[config.mk]
export PLATFORM = sky130hd
export DESIGN_NAME = csar_regs
export DESIGN_NICKNAME = d
export VERILOG_FILES = /design/src/shared/csar_pkg.sv /design/src/core/csar_regs.sv
export SDC_FILE = /design/constraint.sdc
export NUM_CORES = 1
export LEC_CHECK = 0
export BUFFER_PORTS_ARGS = -buffer_cell sky130_fd_sc_hd__buf_4
export CORE_UTILIZATION = 51
export DETAILED_ROUTE_END_ITERATION = 7
export PLACE_DENSITY = 0.86
export SETUP_SLACK_MARGIN = 0.1
export SLEW_MARGIN = 20
export SYNTH_ARGS = -nofsm -noshare
export SYNTH_HDL_FRONTEND = slang
export SYNTH_SLANG_ARGS = --single-unit
[constraint.sdc]
create_clock -name clk_sys -period 2.3 [get_ports clk_sys]
set_input_delay 0.115 -clock clk_sys [delete_from_list [all_inputs] [get_ports clk_sys]]
set_output_delay 0.115 -clock clk_sys [all_outputs]
set_load 0.03 [all_outputs]
[src/shared/csar_pkg.sv]
// Package for the CPU status and accumulator register block
`default_nettype none
package csar_pkg;
    localparam logic [7:0] ADDR_STATUS = 8'hd0;
    localparam logic [7:0] ADDR_ACCUMULATOR = 8'he0;
    localparam logic [7:0] ADDR_AUX = 8'hf0;
    localparam logic [7:0] RESET_BYTE = 8'h00;
    localparam logic [15:0] RESET_FETCH_ADDR = 16'h0000;
    localparam int BIT_CARRY = 7;
    localparam int BIT_HALF_CARRY = 6;
    localparam int BIT_USER_ZERO = 5;
    localparam int BIT_BANK_HI = 4;
    localparam int BIT_BANK_LO = 3;
    localparam int BIT_OVERFLOW = 2;
    localparam int BIT_USER_ONE = 1;
    localparam int BIT_PARITY = 0;
    localparam logic [2:0] BANK_SHIFT = 3'h3;

    // Flag update strobes and values from the ALU
    typedef struct packed {
        logic carry_we;
        logic carry;
        logic half_carry_we;
        logic half_carry;
        logic overflow_we;
        logic overflow;
    } csar_flags_s;

    // Direct special-function register access
    typedef struct packed {
        logic wr;
        logic rd;
        logic [7:0] addr;
        logic [7:0] wdata;
    } csar_sfr_s;

    typedef struct packed {
        logic restart_done;
        logic [7:0] accumulator;
        logic [7:0] aux;
        logic carry_flag;
        logic half_carry_flag;
        logic user_flag_zero;
        logic [1:0] bank_select;
        logic overflow_flag;
        logic user_flag_one;
        logic [7:0] sfr_rdata;
        logic sfr_hit;
        logic [7:0] acc_out;
        logic [7:0] aux_out;
        logic [4:0] bank_base;
        logic parity_out;
        logic fetch_restart;
        logic [15:0] fetch_addr;
    } csar_state_s;
endpackage : csar_pkg
`default_nettype wire

[src/core/csar_regs.sv]
// CPU accumulator, auxiliary and program status word registers
`default_nettype none
module csar_regs (
    // Clock and reset
    input wire logic clk_sys,
    input wire logic rst_n,
    // Special-function register access
    input wire csar_pkg::csar_sfr_s sfr_req,
    output logic [7:0] sfr_rdata,
    output logic sfr_hit,
    // ALU datapath
    input wire logic alu_acc_we,
    input wire logic [7:0] alu_acc_data,
    input wire logic alu_aux_we,
    input wire logic [7:0] alu_aux_data,
    input wire csar_pkg::csar_flags_s alu_flags,
    // Values toward the datapath
    output logic [7:0] acc_value,
    output logic [7:0] aux_value,
    output logic [7:0] status_value,
    output logic [4:0] bank_base,
    output logic fetch_restart,
    output logic [15:0] fetch_addr
);
    csar_pkg::csar_state_s st;
    csar_pkg::csar_state_s next_st;
    // Reset release pipeline, kept apart from the state record
    logic [1:0] rst_sync;
    logic rst_int_n;
    // Address decode of the access port
    logic sel_status;
    logic sel_acc;
    logic sel_aux;
    logic wr_status;
    logic wr_acc;
    logic wr_aux;
    logic rd_mapped;
    logic [7:0] rd_word;
    logic [7:0] status_now;
    logic [7:0] next_acc_v;
    logic [7:0] next_aux_v;
    logic next_carry_v;
    logic next_half_v;
    logic next_user0_v;
    logic [1:0] next_bank_v;
    logic next_ovf_v;
    logic next_user1_v;

    assign rst_int_n = rst_sync[1];

    assign sel_status = sfr_req.addr == csar_pkg::ADDR_STATUS;
    assign sel_acc = sfr_req.addr == csar_pkg::ADDR_ACCUMULATOR;
    assign sel_aux = sfr_req.addr == csar_pkg::ADDR_AUX;
    assign wr_status = sfr_req.wr && sel_status;
    assign wr_acc = sfr_req.wr && sel_acc;
    assign wr_aux = sfr_req.wr && sel_aux;
    assign rd_mapped = sfr_req.rd && (sel_status || sel_acc || sel_aux);

    // Status byte with live parity from the held accumulator
    assign status_now = {st.carry_flag, st.half_carry_flag, st.user_flag_zero,
        st.bank_select, st.overflow_flag, st.user_flag_one, ^st.accumulator};

    // Read multiplexer; unmapped or idle reads return zero
    always_comb begin
        rd_word = csar_pkg::RESET_BYTE;
        if (sfr_req.rd) begin
            case (sfr_req.addr)
                csar_pkg::ADDR_STATUS: begin
                    rd_word = status_now;
                end
                csar_pkg::ADDR_ACCUMULATOR: begin
                    rd_word = st.accumulator;
                end
                csar_pkg::ADDR_AUX: begin
                    rd_word = st.aux;
                end
                default: begin
                    rd_word = csar_pkg::RESET_BYTE;
                end
            endcase
        end
    end

    // Accumulator and auxiliary: ALU path first, direct SFR write wins
    always_comb begin
        next_acc_v = st.accumulator;
        next_aux_v = st.aux;
        if (alu_acc_we) begin
            next_acc_v = alu_acc_data;
        end
        if (wr_acc) begin
            next_acc_v = sfr_req.wdata;
        end
        if (alu_aux_we) begin
            next_aux_v = alu_aux_data;
        end
        if (wr_aux) begin
            next_aux_v = sfr_req.wdata;
        end
    end

    // Status flags: software write first, ALU results win for their own flag
    always_comb begin
        next_carry_v = st.carry_flag;
        next_half_v = st.half_carry_flag;
        next_user0_v = st.user_flag_zero;
        next_bank_v = st.bank_select;
        next_ovf_v = st.overflow_flag;
        next_user1_v = st.user_flag_one;
        if (wr_status) begin
            next_carry_v = sfr_req.wdata[csar_pkg::BIT_CARRY];
            next_half_v = sfr_req.wdata[csar_pkg::BIT_HALF_CARRY];
            next_user0_v = sfr_req.wdata[csar_pkg::BIT_USER_ZERO];
            next_bank_v = sfr_req.wdata[csar_pkg::BIT_BANK_HI:csar_pkg::BIT_BANK_LO];
            next_ovf_v = sfr_req.wdata[csar_pkg::BIT_OVERFLOW];
            next_user1_v = sfr_req.wdata[csar_pkg::BIT_USER_ONE];
        end
        if (alu_flags.carry_we) begin
            next_carry_v = alu_flags.carry;
        end
        if (alu_flags.half_carry_we) begin
            next_half_v = alu_flags.half_carry;
        end
        if (alu_flags.overflow_we) begin
            next_ovf_v = alu_flags.overflow;
        end
    end

    always_comb begin
        next_st = st;
        next_st.accumulator = next_acc_v;
        next_st.aux = next_aux_v;
        next_st.carry_flag = next_carry_v;
        next_st.half_carry_flag = next_half_v;
        next_st.user_flag_zero = next_user0_v;
        next_st.bank_select = next_bank_v;
        next_st.overflow_flag = next_ovf_v;
        next_st.user_flag_one = next_user1_v;
        next_st.sfr_hit = rd_mapped;
        next_st.sfr_rdata = rd_word;
        next_st.acc_out = next_st.accumulator;
        next_st.aux_out = next_st.aux;
        next_st.parity_out = ^next_st.accumulator;
        next_st.bank_base = {next_st.bank_select, 3'h0};
        // One pulse on the first cycle out of reset
        next_st.restart_done = 1'b1;
        next_st.fetch_restart = !st.restart_done;
        next_st.fetch_addr = csar_pkg::RESET_FETCH_ADDR;
    end

    // Two stages before the internal reset lets go
    always_ff @(posedge clk_sys or negedge rst_n) begin
        if (!rst_n) begin
            rst_sync <= 2'h0;
        end else begin
            rst_sync <= {rst_sync[0], 1'b1};
        end
    end

    always_ff @(posedge clk_sys or negedge rst_int_n) begin
        if (!rst_int_n) begin
            st.accumulator <= csar_pkg::RESET_BYTE;
            st.aux <= csar_pkg::RESET_BYTE;
            st.carry_flag <= 1'b0;
            st.half_carry_flag <= 1'b0;
            st.user_flag_zero <= 1'b0;
            st.bank_select <= 2'h0;
            st.overflow_flag <= 1'b0;
            st.user_flag_one <= 1'b0;
            st.sfr_rdata <= 8'h00;
            st.sfr_hit <= 1'b0;
            st.acc_out <= 8'h00;
            st.aux_out <= 8'h00;
            st.bank_base <= 5'h00;
            st.parity_out <= 1'b0;
            st.fetch_restart <= 1'b0;
            st.fetch_addr <= 16'h0000;
            st.restart_done <= 1'b0;
        end else begin
            st.accumulator <= next_st.accumulator;
            st.aux <= next_st.aux;
            st.carry_flag <= next_st.carry_flag;
            st.half_carry_flag <= next_st.half_carry_flag;
            st.user_flag_zero <= next_st.user_flag_zero;
            st.bank_select <= next_st.bank_select;
            st.overflow_flag <= next_st.overflow_flag;
            st.user_flag_one <= next_st.user_flag_one;
            st.sfr_rdata <= next_st.sfr_rdata;
            st.sfr_hit <= next_st.sfr_hit;
            st.acc_out <= next_st.acc_out;
            st.aux_out <= next_st.aux_out;
            st.bank_base <= next_st.bank_base;
            st.parity_out <= next_st.parity_out;
            st.fetch_restart <= next_st.fetch_restart;
            st.fetch_addr <= next_st.fetch_addr;
            st.restart_done <= next_st.restart_done;
        end
    end

    assign sfr_rdata = st.sfr_rdata;
    assign sfr_hit = st.sfr_hit;
    assign acc_value = st.acc_out;
    assign aux_value = st.aux_out;
    assign status_value = {st.carry_flag, st.half_carry_flag, st.user_flag_zero,
        st.bank_select, st.overflow_flag, st.user_flag_one, st.parity_out};
    assign bank_base = st.bank_base;
    assign fetch_restart = st.fetch_restart;
    assign fetch_addr = st.fetch_addr;
endmodule : csar_regs
`default_nettype wire

* Word level (Yosys, flattened, before mapping)
Index checks and enable logic that the tools add are counted.
** Cells by class
- Equal/unequal tests :: 3
- Reduce and logical (&&, ||, !) cells :: 13
- Mux-type cells :: 13
** Operator list (count)
- two-way mux 8 bit :: 5
- equality test 8 bit, second input constant :: 3
- one-hot mux 8 bit (3 select lines) :: 1
- XOR reduction 8 bit :: 2
- nonzero test 2 bit :: 4
- two-way mux 1 bit :: 6
- logical AND 1 bit :: 4
- logical OR 1 bit :: 2
- two-way mux 2 bit :: 1
- logical NOT 1 bit :: 1
** Word-level totals
- Bits in registers :: 37

* Depth between registers and ports, before layout
Gate-level depths: netlist (run 1).
- Word-level depth :: 4
- Mapped depth :: 6
- Depth with buffers taken out :: 5

* Worst setup path after synthesis (run 1)
Ideal clock, no wire load.
- Kind :: input port to flip-flop
- Start point :: input sfr_req[8] (netlist name)
- End point :: register st (netlist bit status_value[2])
- Arrival time :: 1260 ps
- Library setup time :: 125 ps
- Setup slack :: 916 ps
- Stages :: 5
- Buffers on the path :: 0
- Cells stage by stage :: and4bb_1 -> and3_4 -> nand3b_4 -> mux2_1 -> mux2_2
** On the way
- Cells in the longest elaborated chain, start to end :: 3
** RTL lines
- start: declaration :: RTL line csar_regs.sv:8 : input wire csar_pkg::csar_sfr_s sfr_req,
- equality test 8 bit :: RTL line csar_regs.sv:51 : assign sel_status = sfr_req.addr == csar_pkg::ADDR_STATUS;
- logical AND 1 bit :: RTL line csar_regs.sv:54 : assign wr_status = sfr_req.wr && sel_status;
- nonzero test 2 bit (no source line)
- end: declaration :: RTL line csar_regs.sv:25 : csar_pkg::csar_state_s st;
No other way between the ends.
A chain may end at the register's enable or synchronous reset.

==> metrics.csv, run 1 <==
metric,value,unit
Ys Warns,0,
Die ar.,0.004663,mm^2
vias in the first global route,1543,
CTS buffer count,5,
data required time of the worst path,2.45,ns
Post-synth top flop,dfrtp_1,
PwrDens,647.0,mW/mm^2
synthesized netlist cell count,217,
share of cells above drive strength 1,39.47,%
leakage,1.348,nW
CTS tree,yes,
Total Nets Final,309,
post-route cell area,0.002655,mm^2
"Hold Vio Cnt, Final",0,
Most common cell on crit path,xnor2_1,
# hold bufs at CTS,1,
Iteration-0 DRC Markers,101,
"EDFF count, synth",0,
IO Count,99,
Overall Power,1.718,mW
Synth area leaders,"dfrtp_1, buf_4, mux2i_1, xnor2_1, mux2_2",
Crit Path Class,register to register,
initial core utilization,54.45,%
gr ovfl total,0,
Sink Count,37,
CP max FO,4,
# DRC,0,
normalized max-slew margin,56.49,%
CP Launch Type,register,
sequential cell area fraction in the yosys report,41.32,%
status,"complete, no violations",
VDD IR-drop max,0.2672,mV
post-DR wirelength/cell,14.51,um
max-slew violations,0,
class of the worst hold path,primary input to register,
Yosys top cell by area,dfrtp_1,
die height,68.29,um
sum of buffers and inverters on the critical path,0,
fillers,366,
#FFs+latches synth,37,
post-CTS setup buffers,0,
all-layer global routing usage,20.94,%
"slowest stage cell, crit path",dfrtp_1,
unrepaired setup endpoints after global routing,no,
top-area cell type share of the netlist area,41.32,%
drt via density,4.978,
1st-pass router iterations,4,
Worst-Skew Late Latency,0.29,ns
n_diodes,0,
vias post-DR,1573,
Worst Tran Pin Value,0.6520,ns
Rows,23,
CP Cell Sequence,xor2_1 > xnor2_1 > xnor2_1 > o211ai_1 > a21oi_1,
core box area,0.004115,mm^2
final worst path period need,1.316,ns
H-tree levels,2,
mean area per synthesized cell,10.33,um^2
Final ANT Viol Nets,0,
Max Cap Viol,0,
IO buf count,79,
P&R area growth vs syn,18.48,%
synth unique cells,23,
CP Capture Type,register,
pin count of the biggest net entering global routing,36,
critical path's largest stage delay,0.43,ns
post-CTS sizing,0,
Netlist Area Pre-Place,0.002241,mm^2
clock-pin slew on the worst setup and hold paths,0.07,ns
Max Root-Sink Buffers,2,
Post-Route WL,4.584,mm
FMAX,760.0,MHz
final setup fails,0,
die width,68.29,um
setup TNS,0,ns
period utilization,57.21,%
crit path DAT,1.47,ns
hold slack,0.04947,ns
Root Buffer,clkbuf_8,
GP Congestion,0.7810,
first-pass GRT wire length,6.934,mm
placed instance area,0.002559,mm^2
Setup Skew,0.001802,ns
cell family with most CP delay,XOR/XNOR gates,
"FFs w/ async S/R, synth",100.0,%
antenna violations before repair,0,
dpl hpwl,3.543,mm
-- sequential cells by signal, summed over array words and instances (netlist names) --
| name | count |
|---|---|
| rst_sync | 2 |
| bank_base | 2 |
| status_value | 6 |
| sfr_rdata | 8 |
| acc_value | 8 |
| sfr_hit | 1 |
| st | 1 |
| fetch_restart | 1 |
| aux_value | 8 |
-- power by group --
part | internal (mW) | switching [mW] | total [mW] | leakage, nW
Clock | 0.209 | 0.243 | 0.452 | 0.0439
Combinational | 0.230 | 0.294 | 0.523 | 0.843
Sequential | 0.701 | 0.0416 | 0.742 | 0.461
Total | 1.14 | 0.578 | 1.72 | 1.35
-- worst reg2reg max path, stage by stage (launching register included) --
cell	delay (ns)
dfrtp_1	0.43
xor2_1	0.19
xnor2_1	0.19
xnor2_1	0.11
o211ai_1	0.16
a21oi_1	0.08
-- per-layer routing --
layer / track usage (%) / up-vias / wire [um]
met3: 5.167 / 11 / 292
met5: 0 / - / 0
li1: - / 741 / -
met1: 24.12 / 764 / 1833
met2: 34.80 / 57 / 2351
met4: 12.50 / 0 / 106
-- stage by stage --
| step | instances | utilization, % | setup WS (ns) |
|---|---|---|---|
| 2_1_floorplan | 236 | - | 0.9157 |
| 3_3_place_gp | 307 | 62.18 | 0.7338 |
| 3_5_place_dp | 307 | 62.18 | 0.6889 |
| 4_1_cts | 316 | 64.52 | 0.9792 |
| 5_1_grt | 316 | 64.52 | 0.7899 |
| 6_report | 316 | 64.52 | 0.9843 |
-- cells in the mapped netlist (all sizes together) (2+ instances only) --
cell and n:
buf 56, a22oi 7, dfrtp 37, nor2 25, inv 2, clkbuf 4
conb 2, a21oi 17, mux2i 18, xor2 2, xnor2 19, mux2 17
nand2 3
-- placed cells by master, fill, tap and decap left out, drive strengths merged, types with 3 or more instances in the layout --
| cell | Yosys | layout |
|---|---|---|
| a21oi | 17 | 17 |
| a22oi | 7 | 7 |
| buf | 56 | 81 |
| clkbuf | 4 | 5 |
| conb | 2 | 21 |
| dfrtp | 37 | 37 |
| mux2 | 17 | 17 |
| mux2i | 18 | 18 |
| nand2 | 3 | 3 |
| nor2 | 25 | 25 |
| xnor2 | 19 | 19 |
-- logic make-up (layout without fill, tap and decap cells) --
logic type | count (synthesis) | after routing | share of synthesized area, %
buf+inv | 62 | 92 | 19.26
flops | 37 | 37 | 41.32
mux | 35 | 35 | 16.58
simple gates | 34 | 34 | 7.426
compound gates | 26 | 26 | 6.868
xor+xnor | 21 | 21 | 8.208
other cells | 2 | 21 | 0.3351
-- worst paths after layout --
| path | cells past startpoint | slack [ns] | to | startpoint |
|---|---|---|---|---|
| setup / recovery | 5 | 0.98 | sfr_rdata[0] | acc_value[0] |
| hold / removal | 2 | 0.05 | status_value[6] | alu_flags[2] |
| setup reg to reg | 5 | 0.98 | sfr_rdata[0] | acc_value[0] |
| hold reg to reg | 1 | 0.28 | aux_value[1] | rst_sync[1] |
| max in group asynchronous | 1 | 1.70 | acc_value[2] | rst_sync[1] |
| min in group asynchronous | 2 | 0.15 | rst_sync[1] | rst_n |
-- area by class of cell --
type                       instances  area, um^2  share of cell area [%]
clock buffer                       5       68.82                   2.592
clock inverter                     3       17.52                  0.6598
multi-input combinational        137       954.7                   35.96
tap                               50       62.56                   2.356
timing repair buffer              82       618.1                   23.28
inverter                           2       7.507                  0.2828
sequential                        37       925.9                   34.87
No activity file was read; power rests on OpenSTA's default activity.
==> run 2, diff against run 1 <==
- CORE_UTILIZATION: 51 -> 47
- PLACE_DENSITY: 0.86 -> 0.81
- clock period: 2.3 -> 1.3 ns (I/O delays scaled with it)
==> metrics.csv, run 2 (synthesized netlist as in run 1, its figures left out) <==
metric,value,unit
hold slack,-0.001271,ns
all-layer global routing usage,20.14,%
die height,71.05,um
n_diodes,0,
Sink Count,37,
IO Count,99,
Multi-input gate area,977.2,um^2
gr ovfl total,0,
H-tree levels,2,
initial core utilization,50.08,%
Setup Skew,0.01218,ns
Final ANT Viol Nets,0,
Die ar.,0.005048,mm^2
most frequent cells in the layout,"buf_4, dfrtp_1, nor2_1",
clock-pin slew on the worst setup and hold paths,0.08,ns
vias in the first global route,1635,
share of cells above drive strength 1,44.21,%
post-DR wirelength/cell,14.44,um
status,"complete, but fails checks",
leakage,1.480,nW
Worst-Skew Late Latency,0.30,ns
dpl hpwl,3.708,mm
P&R area growth vs syn,27.75,%
# DRC,7,
vias post-DR,1599,
PwrDens,1167,mW/mm^2
CTS buffer count,5,
failing checks,"DRC, hold timing",
Max Root-Sink Buffers,2,
Post-Route WL,4.865,mm
final worst path period need,1.260,ns
CP Capture Type,register,
Iteration-0 DRC Markers,77,
class of the worst hold path,primary input to register,
setup TNS,0,ns
pin count of the biggest net entering global routing,36,
crit path DAT,1.44,ns
Max Cap Viol,0,
max-slew violations,0,
CP Launch Type,register,
Rows,24,
unrepaired setup endpoints after global routing,yes,
register area,925.9,um^2
core box area,0.004474,mm^2
die width,71.05,um
data required time of the worst path,1.48,ns
first-pass GRT wire length,7.748,mm
drt via density,4.745,
IO buf count,79,
GP Congestion,0.7713,
Crit Path Class,register to register,
fillers,385,
Root Buffer,clkbuf_8,
FF-to-FF setup slack,0.04,ns
"Hold Vio Cnt, Final",1,
period utilization,96.89,%
VDD IR-drop max,0.5531,mV
Final Core Density,63.98,%
1st-pass router iterations,6,
antenna violations before repair,0,
"most common cell after layout, fill and taps aside",buf_4,
FMAX,794.0,MHz
CTS tree,yes,
Total Nets Final,328,
CP max FO,2,
final setup fails,0,
[run 2: timing repair]
action,4_1_cts,5_1_grt
pin swaps,3,4
setup endpoints to repair,5,5
setup buffers,1,1
resized for setup,0,7
endpoints found under the hold margin,3,0
hold buffers,2,0
[run 2: per-layer routing]
layer / vias up / routed length (um) / global-route usage [%] / share of wire [%]
met5: - / 0 / 0 / 0
met4: 0 / 56 / 6.000 / 1.2
met3: 8 / 378 / 6.410 / 7.8
met2: 71 / 2401 / 34.94 / 49
met1: 735 / 2027 / 23.94 / 42
li1: 785 / - / - / -
[run 2: report_power, final]
group / internal [mW] / total [mW] / switching, mW
clock network: 0.626 / 1.04 / 0.410
registers: 1.24 / 1.30 / 0.0591
logic: 0.461 / 1.01 / 0.545
total: 2.33 / 3.34 / 1.01
[run 2: worst paths after layout]
path | from | cells after the start | to
worst max-delay path | acc_value[1] | 5 | sfr_rdata[0]
worst min-delay path | alu_flags[0] | 2 | status_value[2]
max in group asynchronous | rst_sync[1] | 1 | aux_value[6]
min in group asynchronous | rst_n | 2 | rst_sync[1]
worst max register to register | acc_value[1] | 5 | sfr_rdata[0]
worst min register to register | rst_sync[1] | 1 | fetch_restart
[run 2: final cells by class]
type	instances	share of cell area (%)
multi-input cells	137	34.13
flip-flops and latches	37	32.34
repair buffers	101	26.92
clock buffers	7	3.016
well taps	52	2.273
clock inverters	1	1.049
inverters	2	0.2622
[run 2: stage by stage]
| step | std cells | power [mW] | area [um^2] | worst slack (ns) | hold slack (ns) |
|---|---|---|---|---|---|
| 2_1_floorplan | 236 | 2.083 | 2313 | -0.02902 | -0.2306 |
| 3_3_place_gp | 325 | 2.284 | 2681 | -0.1766 | -0.1523 |
| 3_5_place_dp | 325 | 2.305 | 2681 | -0.2242 | -0.1513 |
| 4_1_cts | 336 | 3.349 | 2825 | 0.04618 | 0.005621 |
| 5_1_grt | 337 | 3.492 | 2863 | -0.01581 | -0.003517 |
| 6_report | 337 | 3.341 | 2863 | 0.04049 | -0.001271 |
[run 2: critical path, stage by stage, from the launching register on]
cell      delay (ns)
dfrtp_1         0.41
xnor2_2         0.15
xnor2_1         0.20
xnor2_1         0.11
o211ai_1        0.18
a21oi_1         0.09
